### config.mk
export PLATFORM = sky130hd
export DESIGN_NAME = clp_detector
export DESIGN_NICKNAME = d
export VERILOG_FILES = /design/src/design/clp_pkg.sv /design/src/design/clp_cmp.sv /design/src/design/clp_detector.sv
export VERILOG_INCLUDE_DIRS = /design/src /design/src/design
export SDC_FILE = /design/constraint.sdc
export NUM_CORES = 2
export LEC_CHECK = 0
export ABC_AREA = 1
export BUFFER_PORTS_ARGS = -buffer_cell sky130_fd_sc_hd__buf_2
export CAP_MARGIN = 30
export CORE_MARGIN = 10
export CORE_UTILIZATION = 40
export CTS_CLUSTER_SIZE = 25
export DETAILED_ROUTE_END_ITERATION = 8
export PLACE_DENSITY = 0.65
export SLEW_MARGIN = 30
export SYNTH_ARGS = -nofsm -noshare
export SYNTH_HDL_FRONTEND = slang
export SYNTH_SLANG_ARGS = --single-unit
### constraint.sdc
create_clock -name clk -period 17.9 [get_ports clk]
set_input_delay 0.895 -clock clk [delete_from_list [all_inputs] [get_ports clk]]
set_output_delay 0.895 -clock clk [all_outputs]
set_load 0.02 [all_outputs]
### src/design/clp_defines.svh
`ifndef CLP_DEFINES_SVH
`define CLP_DEFINES_SVH

// ----------------------------------------------------------------------------
// Register map
// ----------------------------------------------------------------------------
`define CLP_OFF_CTRL      12'h000
`define CLP_OFF_GROUP_SEL 12'h004
`define CLP_OFF_STATUS    12'h008
`define CLP_OFF_COUNT     12'h00C
`define CLP_OFF_PREFAULT  12'h010
`define CLP_OFF_EV_LAST   12'h014
`define CLP_OFF_EV_TIME   12'h018
`define CLP_OFF_BLK_CUR   12'h01C
`define CLP_OFF_GROUP0    12'h100

// Group setting word order inside a group (stride 0x20).
`define CLP_GSTRIDE       12'h020
`define CLP_GW_LOW        3'd0
`define CLP_GW_HIGH       3'd1
`define CLP_GW_OVER       3'd2
`define CLP_GW_START_DELAY_TIME       3'd3
`define CLP_GW_MAXIMUM_INRUSH_TIME       3'd4
`define CLP_GW_MINIMUM_HOLD_TIME       3'd5

// Control bits.
`define CLP_CTRL_FORCE_EN  0
`define CLP_CTRL_FORCE_BLK 1
`define CLP_CTRL_CNT_CLR   2

// ----------------------------------------------------------------------------
// Reset values (currents in 0.01 per unit, times in 5 ms ticks)
// ----------------------------------------------------------------------------
`define CLP_RST_LOW   16'h0014
`define CLP_RST_HIGH  16'h0078
`define CLP_RST_OVER  16'h00C8
`define CLP_RST_START_DELAY_TIME  20'h0_07D0
`define CLP_RST_MAXIMUM_INRUSH_TIME  20'h0_1770
`define CLP_RST_MINIMUM_HOLD_TIME  20'h0_0008

// ----------------------------------------------------------------------------
// Timing
// ----------------------------------------------------------------------------
`define CLP_CLK_HZ      200000000
`define CLP_TICK_MS     5
`define CLP_TICK_CYC    ((`CLP_CLK_HZ / 1000) * `CLP_TICK_MS)
`define CLP_MS_CYC      (`CLP_CLK_HZ / 1000)
`define CLP_HYST_PCT    97

`endif

### src/design/clp_pkg.sv
package clp_pkg;
    typedef enum logic [2:0] {
        CLP_COND_NORMAL  = 3'h0,
        CLP_COND_LOW     = 3'h1,
        CLP_COND_OVER    = 3'h2,
        CLP_COND_ACTIVE  = 3'h3,
        CLP_COND_BLOCKED = 3'h4
    } clp_cond_e;

    typedef enum logic [1:0] {
        CLP_ST_IDLE   = 2'b00,
        CLP_ST_ARMING = 2'b01,
        CLP_ST_ACTIVE = 2'b11,
        CLP_ST_BLOCK  = 2'b10
    } clp_state_e;
endpackage : clp_pkg

### src/design/clp_cmp.sv
`include "clp_defines.svh"

module clp_cmp #(
    parameter int W = 16
) (
    input  wire logic         clk,
    input  wire logic         rst_n,
    input  wire logic         tick,
    input  wire logic         above,
    input  wire logic [W-1:0] level,
    input  wire logic [W-1:0] thr,
    output logic              met
);
    logic [W+6:0] lv100;
    logic [W+6:0] th97;
    logic [W+6:0] th100;

    assign lv100 = (W+7)'(level) * (W+7)'(100);
    assign th100 = (W+7)'(thr) * (W+7)'(100);
    assign th97  = (W+7)'(thr) * (W+7)'(`CLP_HYST_PCT);

    // Hysteresis: a met condition only clears once past 97 % (above) or 103 % (below) of the setting.
    always_ff @(posedge clk or negedge rst_n) begin
        if (!rst_n) begin
            met <= 1'b0;
        end else if (tick) begin
            if (above) begin
                met <= met ? (lv100 > th97) : (lv100 > th100);
            end else begin
                met <= met ? (lv100 < th100 + (th100 - th97)) : (lv100 < th100);
            end
        end
    end
endmodule : clp_cmp

### src/design/clp_detector.sv
`include "clp_defines.svh"

module clp_detector #(
    parameter int TICK_CYC = `CLP_TICK_CYC,
    parameter int MS_CYC   = `CLP_MS_CYC
) (
    input  wire logic        clk,
    input  wire logic        rst_n,
    input  wire logic [15:0] phase_a_rms,
    input  wire logic [15:0] phase_b_rms,
    input  wire logic [15:0] phase_c_rms,
    input  wire logic        block_in,
    input  wire logic        psel,
    input  wire logic        penable,
    input  wire logic        pwrite,
    input  wire logic [11:0] paddr,
    input  wire logic [31:0] pwdata,
    output logic [31:0]      prdata,
    output logic             pready,
    output logic             pslverr,
    output logic             cold_load_active,
    output logic             blocked,
    output logic             event_valid,
    output logic [1:0]       event_code,
    output logic [31:0]      event_time
);
    // ------------------------------------------------------------------------
    // Time base
    // ------------------------------------------------------------------------
    logic [31:0] tick_cnt_r;
    logic [31:0] ms_cnt_r;
    logic [31:0] ms_time_r;
    logic        tick;

    assign tick = (tick_cnt_r == 32'(TICK_CYC - 1));

    always_ff @(posedge clk or negedge rst_n) begin
        if (!rst_n) begin
            tick_cnt_r <= 32'h0000_0000;
        end else begin
            tick_cnt_r <= tick ? 32'h0000_0000 : tick_cnt_r + 32'h0000_0001;
        end
    end

    always_ff @(posedge clk or negedge rst_n) begin
        if (!rst_n) begin
            ms_cnt_r  <= 32'h0000_0000;
            ms_time_r <= 32'h0000_0000;
        end else if (ms_cnt_r == 32'(MS_CYC - 1)) begin
            ms_cnt_r  <= 32'h0000_0000;
            ms_time_r <= ms_time_r + 32'h0000_0001;
        end else begin
            ms_cnt_r <= ms_cnt_r + 32'h0000_0001;
        end
    end

    // ------------------------------------------------------------------------
    // Input synchronisers
    // ------------------------------------------------------------------------
    logic [15:0] pa_s1, pb_s1, pc_s1, pa_s2, pb_s2, pc_s2;
    logic        blk_s1, blk_s2;

    always_ff @(posedge clk or negedge rst_n) begin
        if (!rst_n) begin
            pa_s1  <= 16'h0000;
            pb_s1  <= 16'h0000;
            pc_s1  <= 16'h0000;
            pa_s2  <= 16'h0000;
            pb_s2  <= 16'h0000;
            pc_s2  <= 16'h0000;
            blk_s1 <= 1'b0;
            blk_s2 <= 1'b0;
        end else begin
            pa_s1  <= phase_a_rms;
            pb_s1  <= phase_b_rms;
            pc_s1  <= phase_c_rms;
            pa_s2  <= pa_s1;
            pb_s2  <= pb_s1;
            pc_s2  <= pc_s1;
            blk_s1 <= block_in;
            blk_s2 <= blk_s1;
        end
    end

    // ------------------------------------------------------------------------
    // Settings groups and control
    // ------------------------------------------------------------------------
    logic [15:0] thr_r [8][3];
    logic [19:0] tim_r [8][3];
    logic [2:0]  group_sel_r;
    logic        force_en_r;
    logic        force_blk_r;
    logic        wr;
    logic [2:0]  wgrp;
    logic [2:0]  wword;

    assign wr    = psel && penable && pwrite;
    assign wgrp  = paddr[7:5];
    assign wword = paddr[4:2];

    always_ff @(posedge clk or negedge rst_n) begin
        if (!rst_n) begin
            for (int g = 0; g < 8; g++) begin
                thr_r[g][0] <= `CLP_RST_LOW;
                thr_r[g][1] <= `CLP_RST_HIGH;
                thr_r[g][2] <= `CLP_RST_OVER;
                tim_r[g][0] <= `CLP_RST_START_DELAY_TIME;
                tim_r[g][1] <= `CLP_RST_MAXIMUM_INRUSH_TIME;
                tim_r[g][2] <= `CLP_RST_MINIMUM_HOLD_TIME;
            end
        end else if (wr && paddr[11:8] == 4'h1) begin
            if (wword < `CLP_GW_START_DELAY_TIME) begin
                thr_r[wgrp][2'(wword)] <= pwdata[15:0];
            end else if (wword <= `CLP_GW_MINIMUM_HOLD_TIME) begin
                tim_r[wgrp][2'(wword - `CLP_GW_START_DELAY_TIME)] <= pwdata[19:0];
            end
        end
    end

    always_ff @(posedge clk or negedge rst_n) begin
        if (!rst_n) begin
            group_sel_r <= 3'h0;
            force_en_r  <= 1'b0;
            force_blk_r <= 1'b0;
        end else if (wr && paddr == `CLP_OFF_GROUP_SEL) begin
            group_sel_r <= pwdata[2:0];
        end else if (wr && paddr == `CLP_OFF_CTRL) begin
            force_en_r  <= pwdata[`CLP_CTRL_FORCE_EN];
            force_blk_r <= pwdata[`CLP_CTRL_FORCE_BLK];
        end
    end

    // ------------------------------------------------------------------------
    // Comparators
    // ------------------------------------------------------------------------
    logic [2:0] low_m, high_m, over_m;
    logic [15:0] ph [3];

    assign ph[0] = pa_s2;
    assign ph[1] = pb_s2;
    assign ph[2] = pc_s2;

    for (genvar p = 0; p < 3; p++) begin : g_ph
        clp_cmp u_low (.clk(clk), .rst_n(rst_n), .tick(tick), .above(1'b0), .level(ph[p]),
                       .thr(thr_r[group_sel_r][0]), .met(low_m[p]));
        clp_cmp u_high (.clk(clk), .rst_n(rst_n), .tick(tick), .above(1'b1), .level(ph[p]),
                        .thr(thr_r[group_sel_r][1]), .met(high_m[p]));
        clp_cmp u_over (.clk(clk), .rst_n(rst_n), .tick(tick), .above(1'b1), .level(ph[p]),
                        .thr(thr_r[group_sel_r][2]), .met(over_m[p]));
    end

    logic low_c, high_c, over_c, eval;
    assign low_c  = &low_m;
    assign high_c = &high_m;
    assign over_c = |over_m;

    // Comparators settle on tick; the decision runs one cycle later.
    always_ff @(posedge clk or negedge rst_n) begin
        if (!rst_n) begin
            eval <= 1'b0;
        end else begin
            eval <= tick;
        end
    end

    // ------------------------------------------------------------------------
    // Blocking sample and pick-up state machine
    // ------------------------------------------------------------------------
    logic               blk_r;
    logic               blk_now;
    clp_pkg::clp_state_e state_r;
    logic [19:0]        t_set_r, t_max_r, t_min_r;
    logic               inrush_r;

    // Sampled once per tick so the decision sees one stable value.
    assign blk_now = force_en_r ? force_blk_r : blk_s2;

    always_ff @(posedge clk or negedge rst_n) begin
        if (!rst_n) begin
            blk_r <= 1'b0;
        end else if (tick) begin
            blk_r <= blk_now;
        end
    end

    always_ff @(posedge clk or negedge rst_n) begin
        if (!rst_n) begin
            state_r  <= clp_pkg::CLP_ST_IDLE;
            t_set_r  <= 20'h0_0000;
            t_max_r  <= 20'h0_0000;
            t_min_r  <= 20'h0_0000;
            inrush_r <= 1'b0;
        end else if (eval) begin
            unique case (state_r)
                clp_pkg::CLP_ST_IDLE: begin
                    t_set_r <= 20'h0_0000;
                    if (low_c) begin
                        state_r <= clp_pkg::CLP_ST_ARMING;
                    end
                end
                clp_pkg::CLP_ST_ARMING: begin
                    if (!low_c) begin
                        state_r <= clp_pkg::CLP_ST_IDLE;
                    end else if (t_set_r + 20'h0_0001 >= tim_r[group_sel_r][0]) begin
                        state_r  <= blk_r ? clp_pkg::CLP_ST_BLOCK
                                          : clp_pkg::CLP_ST_ACTIVE;
                        t_max_r  <= 20'h0_0000;
                        t_min_r  <= 20'h0_0000;
                        inrush_r <= 1'b0;
                    end else begin
                        t_set_r <= t_set_r + 20'h0_0001;
                    end
                end
                clp_pkg::CLP_ST_ACTIVE: begin
                    t_min_r <= t_min_r + 20'h0_0001;
                    if (high_c) begin
                        inrush_r <= 1'b1;
                        t_max_r  <= t_max_r + 20'h0_0001;
                    end
                    if (over_c || blk_r) begin
                        state_r <= clp_pkg::CLP_ST_IDLE;
                    end else if (high_c && t_max_r + 20'h0_0001 >= tim_r[group_sel_r][1]) begin
                        state_r <= clp_pkg::CLP_ST_IDLE;
                    end else if (!high_c && !low_c
                                 && t_min_r + 20'h0_0001 >= tim_r[group_sel_r][2]) begin
                        state_r <= clp_pkg::CLP_ST_IDLE;
                    end
                end
                clp_pkg::CLP_ST_BLOCK: begin
                    if (!blk_r || !low_c) begin
                        state_r <= clp_pkg::CLP_ST_IDLE;
                    end
                end
            endcase
        end
    end

    // Activation drops the same cycle an overcurrent is seen, not at the next tick.
    assign cold_load_active = (state_r == clp_pkg::CLP_ST_ACTIVE) && !(over_c && eval);
    assign blocked          = (state_r == clp_pkg::CLP_ST_BLOCK);

    // ------------------------------------------------------------------------
    // Events, counter, pre-fault history
    // ------------------------------------------------------------------------
    logic        act_d, blk_d, cnt_clr;
    logic [31:0] count_r;
    logic [15:0] hist_r [8];
    logic [17:0] avg;
    logic [15:0] prefault_r;
    logic [15:0] blk_cur_r;

    assign cnt_clr = wr && paddr == `CLP_OFF_CTRL && pwdata[`CLP_CTRL_CNT_CLR];
    // Entries 4..7 hold 20..40 ms ago: the 20 ms window ending 20 ms back.
    assign avg = (18'(hist_r[4]) + 18'(hist_r[5]) + 18'(hist_r[6]) + 18'(hist_r[7])) >> 2;

    always_ff @(posedge clk or negedge rst_n) begin
        if (!rst_n) begin
            act_d       <= 1'b0;
            blk_d       <= 1'b0;
            event_valid <= 1'b0;
            event_code  <= 2'b00;
            event_time  <= 32'h0000_0000;
        end else begin
            act_d       <= cold_load_active;
            blk_d       <= blocked;
            event_valid <= (act_d != cold_load_active) || (blk_d != blocked);
            // Code and stamp hold between events so software reads the last one.
            if ((act_d != cold_load_active) || (blk_d != blocked)) begin
                event_code <= (blk_d != blocked) ? {1'b1, blocked} : {1'b0, cold_load_active};
                event_time <= ms_time_r;
            end
        end
    end

    always_ff @(posedge clk or negedge rst_n) begin
        if (!rst_n) begin
            count_r <= 32'h0000_0000;
        end else if ((cold_load_active && !act_d) || (blocked && !blk_d)) begin
            count_r <= count_r + 32'h0000_0001;
        end else if (cnt_clr) begin
            count_r <= 32'h0000_0000;
        end
    end

    always_ff @(posedge clk or negedge rst_n) begin
        if (!rst_n) begin
            for (int i = 0; i < 8; i++) begin
                hist_r[i] <= 16'h0000;
            end
        end else if (tick) begin
            hist_r[0] <= (pa_s2 > pb_s2) ? ((pa_s2 > pc_s2) ? pa_s2 : pc_s2)
                                         : ((pb_s2 > pc_s2) ? pb_s2 : pc_s2);
            for (int i = 1; i < 8; i++) begin
                hist_r[i] <= hist_r[i-1];
            end
        end
    end

    always_ff @(posedge clk or negedge rst_n) begin
        if (!rst_n) begin
            prefault_r <= 16'h0000;
            blk_cur_r  <= 16'h0000;
        end else begin
            if (cold_load_active && !act_d) begin
                prefault_r <= avg[15:0];
            end
            if (blocked && !blk_d) begin
                blk_cur_r <= hist_r[0];
            end
        end
    end

    // ------------------------------------------------------------------------
    // Status and APB read
    // ------------------------------------------------------------------------
    clp_pkg::clp_cond_e cond;

    always_comb begin
        if (blocked) begin
            cond = clp_pkg::CLP_COND_BLOCKED;
        end else if (cold_load_active) begin
            cond = clp_pkg::CLP_COND_ACTIVE;
        end else if (over_c) begin
            cond = clp_pkg::CLP_COND_OVER;
        end else if (low_c) begin
            cond = clp_pkg::CLP_COND_LOW;
        end else begin
            cond = clp_pkg::CLP_COND_NORMAL;
        end
    end

    assign pready  = 1'b1;
    assign pslverr = 1'b0;

    always_comb begin
        prdata = 32'h0000_0000;
        if (paddr[11:8] == 4'h1) begin
            if (wword < `CLP_GW_START_DELAY_TIME) begin
                prdata = {16'h0000, thr_r[wgrp][2'(wword)]};
            end else if (wword <= `CLP_GW_MINIMUM_HOLD_TIME) begin
                prdata = {12'h000, tim_r[wgrp][2'(wword - `CLP_GW_START_DELAY_TIME)]};
            end
        end else begin
            unique case (paddr)
                `CLP_OFF_CTRL:      prdata = {30'h0000_0000, force_blk_r, force_en_r};
                `CLP_OFF_GROUP_SEL: prdata = {29'h0000_0000, group_sel_r};
                `CLP_OFF_STATUS:    prdata = {24'h00_0000, blk_r, blocked,
                                              cold_load_active, 2'b00, cond};
                `CLP_OFF_COUNT:     prdata = count_r;
                `CLP_OFF_PREFAULT:  prdata = {16'h0000, prefault_r};
                `CLP_OFF_EV_LAST:   prdata = {30'h0000_0000, event_code};
                `CLP_OFF_EV_TIME:   prdata = event_time;
                `CLP_OFF_BLK_CUR:   prdata = {16'h0000, blk_cur_r};
                default:            prdata = 32'h0000_0000;
            endcase
        end
    end

    // ------------------------------------------------------------------------
    // Checks
    // ------------------------------------------------------------------------
    a_over_drops: assert property (@(posedge clk) disable iff (!rst_n)
        eval && over_c |-> !cold_load_active) else $error("active during overcurrent");
    a_no_both_out: assert property (@(posedge clk) disable iff (!rst_n)
        !(cold_load_active && blocked)) else $error("active and blocked together");
    a_act_needs_low: assert property (@(posedge clk) disable iff (!rst_n)
        $rose(state_r == clp_pkg::CLP_ST_ACTIVE) |-> $past(low_c) && !$past(blk_r))
        else $error("activation without low unblocked");
    a_blk_needs_blk: assert property (@(posedge clk) disable iff (!rst_n)
        $rose(blocked) |-> $past(blk_r)) else $error("blocked without block");
    a_block_clears: assert property (@(posedge clk) disable iff (!rst_n)
        eval && blk_r && state_r == clp_pkg::CLP_ST_ACTIVE |=> !cold_load_active)
        else $error("block did not clear");
    a_evt_follows: assert property (@(posedge clk) disable iff (!rst_n)
        $changed(cold_load_active) |=> event_valid) else $error("missing event");
    a_cnt_counts: assert property (@(posedge clk) disable iff (!rst_n)
        $rose(cold_load_active) |=> count_r == $past(count_r) + 32'h0000_0001)
        else $error("count not advanced");
    a_cond_code: assert property (@(posedge clk) disable iff (!rst_n)
        blocked |-> cond == clp_pkg::CLP_COND_BLOCKED) else $error("bad condition");
    a_tick_period: assert property (@(posedge clk) disable iff (!rst_n)
        tick |=> !tick) else $error("tick too close");
    a_force_blk: assert property (@(posedge clk) disable iff (!rst_n)
        tick && force_en_r |=> blk_r == $past(force_blk_r)) else $error("force ignored");

    c_activate: cover property (@(posedge clk) disable iff (!rst_n) $rose(cold_load_active));
    c_blocked:  cover property (@(posedge clk) disable iff (!rst_n) $rose(blocked));
    c_over_rel: cover property (@(posedge clk) disable iff (!rst_n)
        eval && over_c && state_r == clp_pkg::CLP_ST_ACTIVE);
endmodule : clp_detector

==> metrics.txt <==
Starting Density=40.29%; total CTS buffers=147; Clk Latency, worst-skew pair=0.82 ns; pwr/cell area=84.13 nW/um^2; Peak Freq=100.6 MHz; initial detailed-routing violation count=8885; metal2 WL=136.5 mm; Max Slew Vio Count=0; cts repair resizes=0; hold buffers post-CTS=0; CP max FO=56; most common cell after layout, fill and taps aside=nand2_1; CTS tree=yes; H-tree levels=4; Netlist cell types=74; post-route ant nets=0; Async SR Flop Fraction=100.0%; top post-synthesis cells by area=dfrtp_1 (32%), ha_1 (13%), o21ai_0 (10%); #FFs+latches synth=1365; mux share of post-synthesis cell area=0.1052%; RR Endpoint=g_ph[0].u_low.met$_DFFE_PN0P_; Compound-Gate Fraction of Synth Area=18.83%; WL/cell=21.04 um; Post-Synth XOR/XNOR Area=2.490%; syn avg cell area=7.938 um^2; GRT Total Usage=23.81%; max-cap check violation count=0; sequential-to-total area share from yosys stat=37.05%; CTS Sinks=1365; Core ar.=230300 um^2; Final HPWL DP=208.5 mm; initial antenna violation count=10; simple logic cell fraction of the synthesized area=17.21%; fill count=23.05k; HP Class=input pin to asynchronous set/reset pin; Synth top area share=31.84%; Primary FF master, synth=dfrtp_1; Port-buffer cells=154; final WL=309.5 mm; Synth warnings=0; Startpoint Class=flip-flop; Seq. cell area=34400 um^2; Final Hold Viols=0; Critical R2R Launch=group_sel_r[1]$_DFFE_PN0P_; Tcrit/Tclk final=55.55%; Via density=5.611; P&R area growth vs syn=9.430%; top layer in use=met5; vias=82.52k; Clock Pin Slew Worst Setup and Hold Paths=0.06 ns; mapped cell area=92810 um^2; r2r setup slk=7.96 ns; num ports=169; Arr. time, crit path=10.65 ns; clk buf depth=3; largest net degree at the start of global routing=173; worst rel slew slack=24.71%; RD Place Congestion=0.9150; EDFF count, synth=0; area of the multi-input gates=50750 um^2; worst slew pin tran=1.129 ns; Setup Fix Bufs, Post-CTS=0; final net count=12.74k; most frequent cells in the layout=nand2_1 (2394), o21ai_0 (1839), inv_1 (1361); Crit path required time=18.60 ns; CP Class=flip-flop to flip-flop; Worst path max stage delay=0.62 ns; Final Total Pwr=8.544 mW; DIE AREA=251700 um^2; Critical Path Most Common Cell=ha_1; router iterations before antenna repair=9; Worst Skew=0.04466 ns; met3 WL=24.54 mm; Setup crit end kind=flip-flop; slowest stage cell on the critical path=buf_4; FP Rows=176; total gr overflow=0; Tmin final=9.944 ns; Die Ht=501.7 um; combinational family with the most area after synthesis=compound AO/OA/AOI/OAI gates; cells after synthesis=11.69k; setup TNS=0 ns; FF-to-FF path depth=39; RSZ-0062 raised after global routing=false; Post-Synth Adder-Cell Area=15.86%; DR DRC count=0; Yosys top cell by area=dfrtp_1; global-route wire length before repair=470.0 mm; Synthesized Nets=12.88k; P_leak=46.93 nW; endpoints failing setup=0; VDD IR max=0.08371 mV; fraction of layout cells with a size suffix above 1=7.744%; status=completed; Die W=501.7 um; number of global-route vias before repair=76.78k; CTS root buf=clkbuf_16; Met1 Wirelength=131.8 mm
==> flip-flops by register name, indices dropped and copies added, names as in the netlist, 20 cells and up <==
| signal | flops |
|---|---|
| t_set_r | 20 |
| ms_time_r | 32 |
| t_max_r | 20 |
| thr_r | 384 |
| tim_r | 480 |
| hist_r | 128 |
| count_r | 32 |
| tick_cnt_r | 32 |
| event_time | 32 |
| t_min_r | 20 |
| ms_cnt_r | 32 |
==> metal layers <==
metal / vias up / global-route usage [%]
met2: 3413 / 37.21
met1: 39345 / 32.75
met3: 675 / 3.103
met5: - / 0
met4: 2 / 11.09
li1: 39089 / -
==> kinds of logic after synthesis <==
logic type,count (synthesis)
mux,9
xor+xnor,263
other cells,2
flops,1365
simple gates,3792
fa+ha+maj,1091
compound gates,3151
buf+inv,2019
==> how the worst max path moves through the flow <==
stage,from,to,slack (ns)
finish,group_sel_r[1]$_DFFE_PN0P_,g_ph[0].u_low.met$_DFFE_PN0P_,7.96
floorplan,group_sel_r[0]$_DFFE_PN0P_,g_ph[2].u_low.met$_DFFE_PN0P_,10.14
CTS,group_sel_r[1]$_DFFE_PN0P_,g_ph[0].u_low.met$_DFFE_PN0P_,8.09
global placement,group_sel_r[1]$_DFFE_PN0P_,g_ph[1].u_low.met$_DFFE_PN0P_,8.14
detailed placement,group_sel_r[1]$_DFFE_PN0P_,g_ph[0].u_low.met$_DFFE_PN0P_,8.12
global route,group_sel_r[1]$_DFFE_PN0P_,g_ph[1].u_low.met$_DFFE_PN0P_,7.33
==> critical path, delay by kind of cell (launching register included) <==
kind	cells	cell delay [ns]
fa+ha+maj	9	3.29
buf+inv	9	2.24
compound gates	11	2.13
xor+xnor	3	0.86
simple gates	7	0.66
flops	1	0.61
==> per-stage QoR <==
step | utilization (%) | std cells | setup slack (ns) | hold slack (ns) | area (um^2)
floorplan | - | 11692 | 10.14 | 0.3312 | 92810
global placement | 41.79 | 14422 | 8.138 | 0.3322 | 96260
detailed placement | 41.83 | 14425 | 8.116 | 0.3347 | 96340
CTS | 44.04 | 14698 | 8.087 | 0.07236 | 101400
global route | 44.09 | 14704 | 7.325 | 0.1004 | 101600
finish | 44.09 | 14708 | 7.956 | 0.04506 | 101600
==> synthesized netlist by cell type (all sizes together), types with 4 or more instances <==
cell	count
nand2	2412
o21ai	1932
inv	1395
dfrtp	1181
ha	948
a21oi	629
nor2	613
clkbuf	429
nand3	374
buf	189
nand4	187
dfstp	184
xor2	171
a221oi	143
fa	143
nor3	129
xnor2	92
o211ai	77
o22ai	66
a22oi	60
nor4	46
a31oi	43
o221ai	36
a211oi	32
o2111ai	24
o21bai	18
o21a	16
a21boi	15
a41oi	11
o2bb2ai	10
o31ai	9
a21o	8
o2111a	8
clkinv	6
mux2	6
or2	6
and3	5
nand3b	5
a2111oi	4
==> area by class of cell <==
| type | count | share of cell area [%] |
|---|---|---|
| clock buffers | 210 | 4.163 |
| inverters | 1401 | 5.208 |
| multi-input cells | 8308 | 49.97 |
| flip-flops and latches | 1365 | 33.87 |
| repair buffers | 327 | 2.184 |
| well taps | 3026 | 3.728 |
| diodes | 8 | 0.01971 |
| clock inverters | 63 | 0.8525 |
==> report_power, final <==
part	internal, mW	total [mW]	switching (mW)
Combinational	0.753	2.19	1.44
Sequential	3.11	3.13	0.0234
Clock	1.83	3.22	1.39
No activity file was read; power rests on OpenSTA's default activity.
